--- src/core/qdr_pkg.sv ---
package qdr_pkg;
	// target address upper five bits 1001_1, then the two address pins
	localparam logic [4:0] QDR_ADDR_UPPER = 5'h13;
	localparam logic [7:0] QDR_HS_CODE_MASK = 8'hF8;
	localparam logic [7:0] QDR_HS_CODE = 8'h08;
	localparam int QDR_FIFO_WIDTH = 16;
	localparam int QDR_FIFO_DEPTH = 32;
	localparam logic [1:0] QDR_MODE_STAGE = 2'h0;
	localparam logic [1:0] QDR_MODE_LOAD_ONE = 2'h1;
	localparam logic [1:0] QDR_MODE_LOAD_ALL = 2'h2;
	localparam logic [1:0] QDR_MODE_BCAST = 2'h3;
	localparam logic [13:0] QDR_REG_RESET = 14'h0000;
	localparam logic [2:0] QDR_BIT_RESET = 3'h0;
	typedef enum logic [5:0] {
		QDR_IDLE = 6'h01,
		QDR_ADDR = 6'h02,
		QDR_CTRL = 6'h04,
		QDR_HIGH = 6'h08,
		QDR_LOW = 6'h10,
		QDR_SKIP = 6'h20
	} qdr_state_t;
endpackage

--- src/core/qdr_fifo.sv ---
module qdr_fifo
	import qdr_pkg::*;
#(
	parameter int WIDTH = QDR_FIFO_WIDTH,
	parameter int DEPTH = QDR_FIFO_DEPTH
) (
	input wire logic clk,
	input wire logic rst,
	input wire logic in_valid,
	output logic in_ready,
	input wire logic [WIDTH-1:0] in_data,
	output logic out_valid,
	input wire logic out_ready,
	output logic [WIDTH-1:0] out_data
);
	localparam int AW = $clog2(DEPTH);
	logic [WIDTH-1:0] mem_ff [DEPTH];
	logic [AW-1:0] wr_ff;
	logic [AW-1:0] rd_ff;
	logic [AW:0] cnt_ff;
	logic push;
	logic pop;
	assign in_ready = (cnt_ff != (AW+1)'(DEPTH));
	assign out_valid = (cnt_ff != '0);
	assign out_data = mem_ff[rd_ff];
	assign push = in_valid && in_ready;
	assign pop = out_valid && out_ready;
	always_ff @(posedge clk) begin
		if (push) begin
			mem_ff[wr_ff] <= in_data;
		end
	end
	always_ff @(posedge clk or posedge rst) begin
		if (rst) begin
			wr_ff <= '0;
			rd_ff <= '0;
			cnt_ff <= '0;
		end else begin
			if (push) begin
				wr_ff <= AW'(wr_ff + 1'b1);
			end
			if (pop) begin
				rd_ff <= AW'(rd_ff + 1'b1);
			end
			cnt_ff <= (AW+1)'(cnt_ff + push - pop);
		end
	end
endmodule

--- src/core/qdr_receiver.sv ---
// Function
// - write begins with address byte, write flag clear, then control byte
// - control byte: two zeros, update mode, ignored bit, channel, powerdown flag
// - control lsb chooses powerdown data or conversion data
// - conversion data repeats high/low pairs until stop or repeated start
// - powerdown write takes exactly two bytes after control byte
// - low byte upper nibble holds bits three to zero; lower nibble ignored
// - acknowledge matching address, control and data bytes by pulling data low; high byte only while the fifo has room
// - never acknowledge the high-speed master code
// - after repeated start handle address, control, data as normal
// - apply word at falling edge of acknowledge clock after low byte
// - update mode: stage only, load selected, load all, broadcast
module qdr_receiver
	import qdr_pkg::*;
(
	input wire logic clk,
	input wire logic rst,
	input wire logic scl_in,
	input wire logic sda_in,
	output logic sda_out,
	output logic sda_oe,
	input wire logic addr_pin_hi,
	input wire logic addr_pin_lo,
	output logic [55:0] staging_register,
	output logic [55:0] output_register,
	output logic hs_mode,
	input wire logic word_ready,
	output logic word_valid,
	output logic [15:0] word_data
);
	// ==========================================================
	// pin synchronisers
	logic [1:0] scl_sync_ff;
	logic [1:0] sda_sync_ff;
	logic scl_d_ff;
	logic sda_d_ff;
	always_ff @(posedge clk or posedge rst) begin
		if (rst) begin
			scl_sync_ff <= 2'h3;
			sda_sync_ff <= 2'h3;
			scl_d_ff <= 1'b1;
			sda_d_ff <= 1'b1;
		end else begin
			scl_sync_ff <= {scl_sync_ff[0], scl_in};
			sda_sync_ff <= {sda_sync_ff[0], sda_in};
			scl_d_ff <= scl_sync_ff[1];
			sda_d_ff <= sda_sync_ff[1];
		end
	end
	logic scl_s;
	logic sda_s;
	logic scl_rise;
	logic scl_fall;
	logic start_det;
	logic stop_det;
	assign scl_s = scl_sync_ff[1];
	assign sda_s = sda_sync_ff[1];
	assign scl_rise = scl_s && !scl_d_ff;
	assign scl_fall = !scl_s && scl_d_ff;
	assign start_det = scl_s && scl_d_ff && sda_d_ff && !sda_s;
	assign stop_det = scl_s && scl_d_ff && !sda_d_ff && sda_s;

	// ==========================================================
	// byte shifter and acknowledge slot
	qdr_state_t state_ff;
	logic [7:0] shift_ff;
	logic [3:0] bit_ff;
	logic ack_slot_ff;
	logic ack_drive_ff;
	logic [7:0] ctrl_ff;
	logic [7:0] high_ff;
	logic pd_count_ff;
	logic byte_done;
	logic [7:0] byte_val;
	logic pend_ack_ff;
	logic pend_low_ff;
	logic fifo_ready;
	assign byte_done = scl_rise && (bit_ff == 4'h7) && !ack_slot_ff;
	assign byte_val = {shift_ff[6:0], sda_s};

	function automatic logic addr_match(input logic [7:0] b, input logic hi, input logic lo);
		return (b[7:3] == QDR_ADDR_UPPER) && (b[2] == hi) && (b[1] == lo) && !b[0];
	endfunction

	always_ff @(posedge clk or posedge rst) begin
		if (rst) begin
			shift_ff <= 8'h00;
			bit_ff <= 4'h0;
			ack_slot_ff <= 1'b0;
		end else if (start_det || stop_det) begin
			bit_ff <= 4'h0;
			ack_slot_ff <= 1'b0;
		end else if (scl_rise && !ack_slot_ff) begin
			shift_ff <= byte_val;
			bit_ff <= (bit_ff == 4'h7) ? 4'h0 : 4'(bit_ff + 4'h1);
			ack_slot_ff <= (bit_ff == 4'h7);
		end else if (scl_fall && ack_slot_ff && bit_ff == 4'h0 && !ack_drive_ff) begin
			ack_slot_ff <= ack_slot_ff;
		end else if (scl_fall && ack_drive_ff) begin
			ack_slot_ff <= 1'b0;
		end else if (scl_rise && ack_slot_ff) begin
			ack_slot_ff <= 1'b0;
		end
	end

	// ==========================================================
	// transaction sequencing
	logic ack_now;
	logic low_done;
	always_comb begin
		ack_now = 1'b0;
		unique case (state_ff)
			QDR_ADDR: ack_now = addr_match(byte_val, addr_pin_hi, addr_pin_lo);
			QDR_CTRL: ack_now = 1'b1;
			QDR_HIGH: ack_now = fifo_ready;
			QDR_LOW: ack_now = 1'b1;
			QDR_IDLE: ack_now = 1'b0;
			QDR_SKIP: ack_now = 1'b0;
		endcase
	end
	assign low_done = byte_done && state_ff == QDR_LOW;

	always_ff @(posedge clk or posedge rst) begin
		if (rst) begin
			state_ff <= QDR_IDLE;
			ctrl_ff <= 8'h00;
			high_ff <= 8'h00;
			pd_count_ff <= 1'b0;
			hs_mode <= 1'b0;
		end else if (stop_det) begin
			state_ff <= QDR_IDLE;
			hs_mode <= 1'b0;
		end else if (start_det) begin
			// every write starts at addressing; repeated start too
			state_ff <= QDR_ADDR;
		end else if (byte_done) begin
			unique case (state_ff)
				QDR_ADDR: begin
					if ((byte_val & QDR_HS_CODE_MASK) == QDR_HS_CODE) begin
						hs_mode <= 1'b1;
						state_ff <= QDR_SKIP;
					end else begin
						state_ff <= ack_now ? QDR_CTRL : QDR_SKIP;
					end
				end
				QDR_CTRL: begin
					ctrl_ff <= byte_val;
					pd_count_ff <= 1'b0;
					state_ff <= QDR_HIGH;
				end
				QDR_HIGH: begin
					high_ff <= byte_val;
					state_ff <= fifo_ready ? QDR_LOW : QDR_SKIP;
				end
				QDR_LOW: begin
					// loop pairs; two bytes for powerdown
					if (ctrl_ff[0]) begin
						pd_count_ff <= 1'b1;
						state_ff <= QDR_SKIP;
					end else begin
						state_ff <= QDR_HIGH;
					end
				end
				QDR_IDLE: state_ff <= QDR_IDLE;
				QDR_SKIP: state_ff <= QDR_SKIP;
			endcase
		end
	end

	// ==========================================================
	// acknowledge drive, released on the falling clock closing the slot
	always_ff @(posedge clk or posedge rst) begin
		if (rst) begin
			ack_drive_ff <= 1'b0;
		end else if (start_det || stop_det) begin
			ack_drive_ff <= 1'b0;
		end else if (byte_done) begin
			ack_drive_ff <= 1'b0;
		end else if (scl_fall && ack_slot_ff && !ack_drive_ff && pend_ack_ff) begin
			ack_drive_ff <= 1'b1;
		end else if (scl_fall && ack_drive_ff) begin
			ack_drive_ff <= 1'b0;
		end
	end
	always_ff @(posedge clk or posedge rst) begin
		if (rst) begin
			pend_ack_ff <= 1'b0;
			pend_low_ff <= 1'b0;
		end else if (byte_done) begin
			pend_ack_ff <= ack_now;
			pend_low_ff <= low_done;
		end else if (scl_fall && ack_drive_ff) begin
			pend_ack_ff <= 1'b0;
			pend_low_ff <= 1'b0;
		end
	end
	assign sda_out = 1'b0;
	assign sda_oe = ack_drive_ff;

	// ==========================================================
	// word apply at the end of the acknowledge clock
	logic apply;
	logic [13:0] word;
	assign apply = scl_fall && ack_drive_ff && pend_low_ff;
	// lower nibble of low byte dropped; powerdown bits on top
	assign word = ctrl_ff[0] ? {high_ff[7:6], 12'h000} : {2'h0, high_ff, shift_ff[7:4]};

	always_ff @(posedge clk or posedge rst) begin
		if (rst) begin
			staging_register <= {4{QDR_REG_RESET}};
			output_register <= {4{QDR_REG_RESET}};
		end else if (apply) begin
			// update mode picks which registers take the word
			unique case (ctrl_ff[5:4])
				QDR_MODE_STAGE: begin
					staging_register[ctrl_ff[2:1]*14 +: 14] <= word;
				end
				QDR_MODE_LOAD_ONE: begin
					staging_register[ctrl_ff[2:1]*14 +: 14] <= word;
					output_register[ctrl_ff[2:1]*14 +: 14] <= word;
				end
				QDR_MODE_LOAD_ALL: begin
					staging_register[ctrl_ff[2:1]*14 +: 14] <= word;
					output_register <= staging_register;
					output_register[ctrl_ff[2:1]*14 +: 14] <= word;
				end
				QDR_MODE_BCAST: begin
					if (ctrl_ff[2]) begin
						staging_register <= {4{word}};
						output_register <= {4{word}};
					end else begin
						output_register <= staging_register;
					end
				end
			endcase
		end
	end

	// ==========================================================
	// received words streamed out; a full fifo refuses the high byte
	logic word_push_ff;
	logic [15:0] word_push_data_ff;
	always_ff @(posedge clk or posedge rst) begin
		if (rst) begin
			word_push_ff <= 1'b0;
			word_push_data_ff <= 16'h0000;
		end else begin
			word_push_ff <= apply && fifo_ready;
			word_push_data_ff <= {ctrl_ff[5:4], ctrl_ff[2:1], word[11:0]};
		end
	end
	logic out_v;
	logic [15:0] out_d;
	qdr_fifo #(.WIDTH(QDR_FIFO_WIDTH), .DEPTH(QDR_FIFO_DEPTH)) u_fifo (
		.clk(clk),
		.rst(rst),
		.in_valid(word_push_ff),
		.in_ready(fifo_ready),
		.in_data(word_push_data_ff),
		.out_valid(out_v),
		.out_ready(word_ready),
		.out_data(out_d)
	);
	assign word_valid = out_v;
	assign word_data = out_d;

	// ==========================================================
	// mismatch gives no drive
	no_ack_a: assert property (@(posedge clk) disable iff (rst)
		(byte_done && state_ff == QDR_SKIP) |=> !sda_oe [*8]) else $error("drive after skip");
	hs_noack_a: assert property (@(posedge clk) disable iff (rst)
		(byte_done && state_ff == QDR_ADDR && (byte_val & QDR_HS_CODE_MASK) == QDR_HS_CODE)
		|=> !sda_oe [*8]) else $error("master code acked");
	apply_ack_a: assert property (@(posedge clk) disable iff (rst)
		apply |-> $past(sda_oe)) else $error("apply outside ack");
	start_addr_a: assert property (@(posedge clk) disable iff (rst)
		start_det && !stop_det |=> state_ff == QDR_ADDR) else $error("start missed");
	pd_two_a: assert property (@(posedge clk) disable iff (rst)
		(low_done && ctrl_ff[0]) |=> state_ff == QDR_SKIP) else $error("pd overrun");
	pair_loop_a: assert property (@(posedge clk) disable iff (rst)
		(low_done && !ctrl_ff[0]) |=> state_ff == QDR_HIGH) else $error("pair loop");
	load_one_a: assert property (@(posedge clk) disable iff (rst)
		(apply && ctrl_ff[5:4] == QDR_MODE_LOAD_ONE) |=>
		output_register[$past(ctrl_ff[2:1])*14 +: 14] == $past(word)) else $error("load");
	stage_only_a: assert property (@(posedge clk) disable iff (rst)
		(apply && ctrl_ff[5:4] == QDR_MODE_STAGE) |=> $stable(output_register))
		else $error("stage moved output");
	ack_release_a: assert property (@(posedge clk) disable iff (rst)
		$rose(sda_oe) |-> !scl_s) else $error("ack driven high clock");
endmodule

--- config.mk ---
export PLATFORM = sky130hd
export DESIGN_NAME = qdr_receiver
export DESIGN_NICKNAME = d
export VERILOG_FILES = /design/src/core/qdr_pkg.sv /design/src/core/qdr_fifo.sv /design/src/core/qdr_receiver.sv
export SDC_FILE = /design/constraint.sdc
export NUM_CORES = 1
export LEC_CHECK = 0
export BUFFER_PORTS_ARGS = -buffer_cell sky130_fd_sc_hd__buf_2
export CAP_MARGIN = 20
export CORE_MARGIN = 10
export CORE_UTILIZATION = 32
export CTS_CLUSTER_SIZE = 8
export DETAILED_ROUTE_END_ITERATION = 6
export PLACE_DENSITY = 0.47
export SLEW_MARGIN = 20
export SYNTH_ARGS = -nofsm -noshare
export SYNTH_HDL_FRONTEND = slang
export SYNTH_SLANG_ARGS = --single-unit
--- constraint.sdc ---
create_clock -name clk -period 7.8 [get_ports clk]
set_clock_uncertainty 0.15 [all_clocks]
set_input_delay 0.39 -clock clk [delete_from_list [all_inputs] [get_ports clk]]
set_output_delay 0.39 -clock clk [all_outputs]
set_load 0.005 [all_outputs]
=== Yosys cells after proc, flatten, opt, wreduce, memory -nomap -nowiden ===
Memories as Yosys holds them, arrays and structs flattened.
Cells that the tools add are included.
W data, S select, Z words.

* Memories kept: 1
* Output and inout port bits: 132
* Input bits: 7
* Flip-flop bits (word level): 188
* RAM bits: 512

* Bitwise operators: 3
* Reductions and logical operators: 53
* Add/sub/neg operators: 6
* Multiply operators: 1
* Equal/unequal tests: 17
* Mux-type cells: 36
* Shift-type cells: 2

{| class="wikitable"
|+ Memories
! name !! depth !! width !! read ports !! clocked after memory_dff !! wr ports !! line !! text
|-
| u_fifo.mem_ff || 32 || 16 || 1 || 0 || 1 || qdr_fifo.sv:17 || <nowiki>logic [WIDTH-1:0] mem_ff [DEPTH];</nowiki>
|}

{| class="wikitable"
|+ Operators with widths
! kind !! number
|-
| $pmux W56 S3 || 1
|-
| $bwmux W56 || 2
|-
| $pmux W56 S2 || 1
|-
| $mux W56 || 1
|-
| $shift A14 B34 Y56 const A || 1
|-
| $shiftx A14 B34 Y56 || 1
|-
| $mux W6 || 7
|-
| $pmux W6 S6 || 1
|-
| $neg A6 Y34 || 1
|-
| $logic_and A1 B1 Y1 || 25
|-
| $mux W1 || 18
|-
| $mux W14 || 1
|-
| $mux W4 || 3
|-
| $reduce_and A4 Y1 || 3
|-
| $add A5 B1 Y5 const B || 2
|-
| $reduce_bool A2 Y1 || 5
|-
| $reduce_bool A4 Y1 || 2
|-
| $add A6 B1 Y6 || 1
|-
| $eq A6 B1 Y1 const B || 1
|-
| $eq A6 B2 Y1 const B || 1
|-
| $eq A6 B3 Y1 const B || 1
|-
| $eq A6 B4 Y1 const B || 1
|-
| $eq A6 B5 Y1 const B || 1
|-
| $eq A6 B6 Y1 const B || 1
|-
| other kinds (23) || 36
|}

=== Longest topological paths before layout ===
* Depth after elaboration: 11
* Depth in mapped cells: 13

=== Hierarchy ===
A second synthesis with hierarchy kept.

* Cell total of the unflattened synthesis: 2,178
* Area, all modules: 31,112.3 um2

{| class="wikitable"
|+ Modules (own cells, without submodules)
! module !! area each (um2) !! instances !! cells each !! sequential area each (um2)
|-
| qdr_fifo || 20,667.3 || 1 || 971 || 15,775.1
|-
| qdr_receiver || 10,445.0 || 1 || 1,207 || 4,287.9
|}

=== Worst setup path before layout ===
Ideal clock, no wire load.

* Path type: reg-to-reg
* Start point: register ctrl_ff[2]
* End point: register output_register[4]
* Arrival time: 2.887 ns
* Cell stages (with the launch flop): 11
* Required time: 7.520 ns
* Path slack: 4.633 ns
* Cells stage by stage: dfrtp_1 > clkbuf_1 > clkinv_1 > clkbuf_1 > ha_1 > buf_2 > mux4_2 > nor2_1 > nor3_1 > or3b_2 > o2bb2ai_1

* Longest elaborated chain between the ends: 5
* Elaborated cells between the ends (all ways): 8

{| class="wikitable"
|+ RTL lines
! element !! line !! text
|-
| start, declared || qdr_receiver.sv:70 || <nowiki>logic [7:0] ctrl_ff;</nowiki>
|-
| start signal, assigned || qdr_receiver.sv:147 || <nowiki>ctrl_ff <= byte_val;</nowiki>
|-
| $mul A2 B3 Y5 || qdr_receiver.sv:220, qdr_receiver.sv:225 ||
|-
| $neg A6 Y34 || qdr_receiver.sv:220, qdr_receiver.sv:225 ||
|-
| $shiftx A14 B34 Y56 / $shift A14 B34 Y56 (equally long branches) || qdr_receiver.sv:220, qdr_receiver.sv:225 ||
|-
| $bwmux W56, on equally long branches || qdr_receiver.sv:225, qdr_receiver.sv:220 ||
|-
| $pmux W56 S3 * || qdr_receiver.sv:214 || <nowiki>unique case (ctrl_ff[5:4])</nowiki>
|-
| end signal, assigned by index || qdr_receiver.sv:220 || <nowiki>output_register[ctrl_ff[2:1]*14 +: 14] <= word;</nowiki>
|-
| end signal, assigned || qdr_receiver.sv:224 || <nowiki>output_register <= staging_register;</nowiki>
|-
| end signal, assigned by index || qdr_receiver.sv:225 || <nowiki>output_register[ctrl_ff[2:1]*14 +: 14] <= word;</nowiki>
|-
| end, declared || qdr_receiver.sv:25 || <nowiki>output logic [55:0] output_register,</nowiki>
|}

Mark *: on every way between the ends. The rest lies on a longest branch, timed or not.
A chain may end at the register's enable or synchronous reset.

=== Final worst setup path ===
* Start point: register u_fifo.rd_ff[0]
* End point: output word_data[8]

* Longest elaborated chain between the ends: 1

{| class="wikitable"
|+ RTL lines
! element !! line !! text
|-
| start, declared || qdr_fifo.sv:19 || <nowiki>logic [AW-1:0] rd_ff;</nowiki>
|-
| start signal, assigned || qdr_fifo.sv:43 || <nowiki>rd_ff <= AW'(rd_ff + 1'b1);</nowiki>
|-
| $mem_v2 Z32 W16 || -- ||
|-
| end, declared || qdr_receiver.sv:29 || <nowiki>output logic [15:0] word_data</nowiki>
|}

Every way passes these cells.

==> reports/qor.txt <==
Status - finished, final reports clean
Min Tclk post-route - 4.78 ns
Vias - 19,000
FFs w/ async S/R, synth - 26.8%
Top layer in use - met4
WL met2 - 46.3 mm
Crit path from - u_fifo.rd_ff[0]
Boundary Pins - 139
Crit path buffers/inverters - 3
Max VDD drop - 0.000175 V
Logic pwr share - 15.0%
Nets - 2,158
Num CTS Buffers - 98
CP endpoint kind - primary output
TritonCTS clock tree - built
Worst r2r src - ctrl_ff[2]
Power Internal - 7.19 mW
R2r endpoint - staging_register[25]
DRC errors left - 0
H-Tree Depth - 3
CP arrival - 4.24 ns
Core area - 94,900 µm²
Power Density - 275 nW/µm²
Router iterations before antenna repair - 7
Yosys warns - 0
Row cnt - 113
Top delay family on crit path - buffers and inverters
Clock slew at reported path FFs - 0.05 ns
Sw Pwr - 2.62 mW
WS Path Type - reg2out
RD Place Congestion - 0.944
Clk network pwr share - 39.8%
Worst path max stage delay - 0.78 ns
Antenna violations before repair - 1
Number of flops mapped to enable cells by yosys - 512
Clock Tree Root - clkbuf_16
Slew @ Worst Pin - 1.20 ns
Fin. max-slew vios - 0
Sw Ratio - 26.7%
Skew-Pair Late Insertion Delay - 0.67 ns
RSZ-0062 raised after global routing - no
Routed WL - 95.2 mm
Vias in the first global route - 20,000
Dpl hpwl - 58.0 mm
Final hold violation count - 0
GR Overflow Total - 0
P&R area growth vs syn - 16.6%
Tightest Hold Check Type - in2reg
CP Cell Sequence - buf_4 -> buf_4 -> mux4_2 -> mux4_2 -> mux2_2 -> buf_2
Multi-input gate area - 9890 µm²
First-pass GRT wire length - 140 mm
Final Hold Slack - 0.148 ns
M1 WL - 39.5 mm
Synth Cell Area - 30,600 µm²
Highest clock rate - 0.209 GHz
Static Leakage - 12.4 nW
Critical Path RT - 7.26 ns
Top cells by area, synth - edfxtp_1 (50%), dfrtp_1 (15%), mux4_2 (12%)
Post-CTS Resized - 0
Die area - 108,000 µm²
Slowest CP cell - buf_4
Synth unique cells - 82
GRT Total Usage - 17.3%
First-iteration detailed-routing DRC count - 1,971
Max clock buf depth - 3
Critical path depth - 6
Prevailing post-synth register cell - edfxtp_1
Cell taking the most area after synthesis - edfxtp_1
# port buffers - 137
Largest net degree at the start of global routing - 66
Chip Width - 329 µm
CP Launch Type - flop
R2r worst-path depth - 8
Share of layout cells above drive strength 1 - 27.0%
Reg power frac - 45.1%
Drt via density - 5.53
Post-synthesis sequential area ratio - 65.6%
Initial Util - 32.2%
FF+latch area - 20,100 µm²
Setup crit end - word_data[8]
Crit path max fanout - 46
Syn nets - 2,000
Final Cycle Share - 61.3%
#FFs+latches synth - 699
Slew margin rel. - 19.6%
CTS sink cnt - 699
Area share of the largest cell type after synthesis - 50.3%
Final setup vio count - 0
ANT nets after route - 0
Fin util - 37.6%
Post-DR wirelength/cell - 27.7 µm
Max cap viols - 0
Fillers - 8,893
Setup TNS - 0 ns
Metal3 WL - 6.02 mm
DIE HEIGHT - 329 µm
Syn Area/Cell - 15.5 µm²
Worst R2R Setup Slack - 4.06 ns
Cells after synthesis - 1,970
worst min path at each step:
stage | from | endpoint | slack [ns] | cells past startpoint
floorplan | scl_sync_ff[0] | scl_sync_ff[1] | 0.20 | 0
global placement | scl_sync_ff[0] | scl_sync_ff[1] | 0.20 | 0
detailed placement | scl_sync_ff[0] | scl_sync_ff[1] | 0.20 | 0
CTS | word_ready | u_fifo.rd_ff[0] | 0.13 | 3
global route | word_ready | u_fifo.rd_ff[0] | 0.17 | 3
finish | word_ready | u_fifo.rd_ff[0] | 0.15 | 3
sequential cells by signal, indices dropped and copies added (netlist names), 2 cells and up, named ones only:
signal             cells
sda_sync_ff            2
u_fifo.cnt_ff          6
u_fifo.mem_ff        512
shift_ff               8
high_ff                8
staging_register      56
word_push_data_ff     16
scl_sync_ff            2
ctrl_ff                5
output_register        6
u_fifo.wr_ff           5
state_ff               6
u_fifo.rd_ff           5
bit_ff                 4
power groups by stage:
stage,Combinational (mW),Clock (mW),Sequential (mW)
6_report,1.48,3.91,4.43
5_1_grt,1.61,4.16,4.45
4_1_cts,1.53,4.00,4.43
3_5_place_dp,1.52,0,4.50
3_3_place_gp,1.51,0,4.49
2_1_floorplan,1.22,0,4.30
tightest hold or removal path, delay by kind of cell:
family | cells | cell delay (ns)
xor gates and xnor gates | 1 | 0.16
and+or+nand+nor | 1 | 0.24
buffers and inverters | 1 | 0.11
cell families (layout without fill, tap and decap cells):
logic type	Yosys count	after routing	synth area share, %
AOI/OAI and AO/OA	421	421	9.39
xor gates and xnor gates	24	24	0.688
adders and majority gates	23	23	0.966
buffers and inverters	179	379	2.47
DFF	699	699	65.6
muxes	223	223	14.2
other	1	2	0.0123
and+or+nand+nor	400	400	6.59
layer usage:
metal	up-vias	GRT usage [%]
li1	8090	-
met1	9948	22.6
met2	761	28.6
met3	209	3.30
met4	0	6.34
met5	-	0
layout by cell type (no fill, tap or decap), types with 11 or more instances in the layout:
master / Yosys / final
nand2b_1: 25 / 25
a22o_1: 17 / 17
mux2_2: 44 / 44
o21ai_0: 93 / 93
o22a_1: 14 / 14
o22ai_1: 19 / 19
a221oi_1: 20 / 20
mux2i_1: 14 / 14
ha_1: 22 / 22
and3b_1: 12 / 12
and2_1: 13 / 12
nor2_2: 0 / 22
a21oi_1: 74 / 74
nand2_1: 95 / 94
nor3_1: 16 / 16
clkbuf_1: 95 / 36
o31ai_1: 11 / 11
buf_4: 8 / 59
nand3b_1: 11 / 11
inv_1: 35 / 34
a21o_1: 17 / 17
clkbuf_16: 0 / 99
nand3_1: 30 / 30
edfxtp_1: 512 / 512
nor2_1: 120 / 88
a31oi_1: 21 / 21
mux4_2: 165 / 165
buf_2: 17 / 137
a22oi_1: 31 / 31
xnor2_1: 14 / 14
dfrtp_1: 180 / 169
nor2b_1: 30 / 29
cell type report:
| type | count | share of cell area [%] |
|---|---|---|
| clock inverters | 7 | 0.421 |
| diodes | 1 | 0.00702 |
| clock buffers | 135 | 7.33 |
| flip-flops and latches | 699 | 56.4 |
| multi-input cells | 1092 | 27.8 |
| inverters | 38 | 0.421 |
| well taps | 1265 | 4.44 |
| repair buffers | 199 | 3.25 |
metrics by stage:
step	worst slack (ns)	cell area, µm²	total power, mW	cells
2_1_floorplan	2.19	30600	5.52	1970
3_3_place_gp	3.59	32800	6.00	3290
3_5_place_dp	3.57	32800	6.02	3290
4_1_cts	2.85	35600	9.96	3435
5_1_grt	2.71	35600	10.2	3435
6_report	3.02	35600	9.81	3436
synth_stat cells, types with 7 or more instances:
library cell	number
o21a_1	9
a21oi_1	74
and3_1	7
o22ai_1	19
a211oi_1	8
and2_1	13
o31ai_1	11
buf_4	8
nand2b_1	25
nand3b_1	11
a22o_1	17
clkbuf_1	95
and3b_1	12
edfxtp_1	512
a32oi_1	9
buf_1	15
mux2_2	44
a221oi_1	20
a31o_2	7
o221ai_1	9
nor3_1	16
a22oi_1	31
a31oi_1	21
xnor2_1	14
nor2b_1	30
mux2i_1	14
nor2_1	120
dfrtp_1	180
a21o_1	17
dfstp_2	7
o21ai_0	93
xor2_1	10
nand3_1	30
o22a_1	14
nand2_1	95
inv_1	35
mux4_2	165
buf_2	17
nand4_1	8
o211ai_1	8
ha_1	22
repair_timing:
item	CTS	global route
endpoints found under the hold margin	61	0
setup buffers	0	0
setup endpoints to repair	0	0
hold buffers	3	0
(Power assumes the default switching activity.)
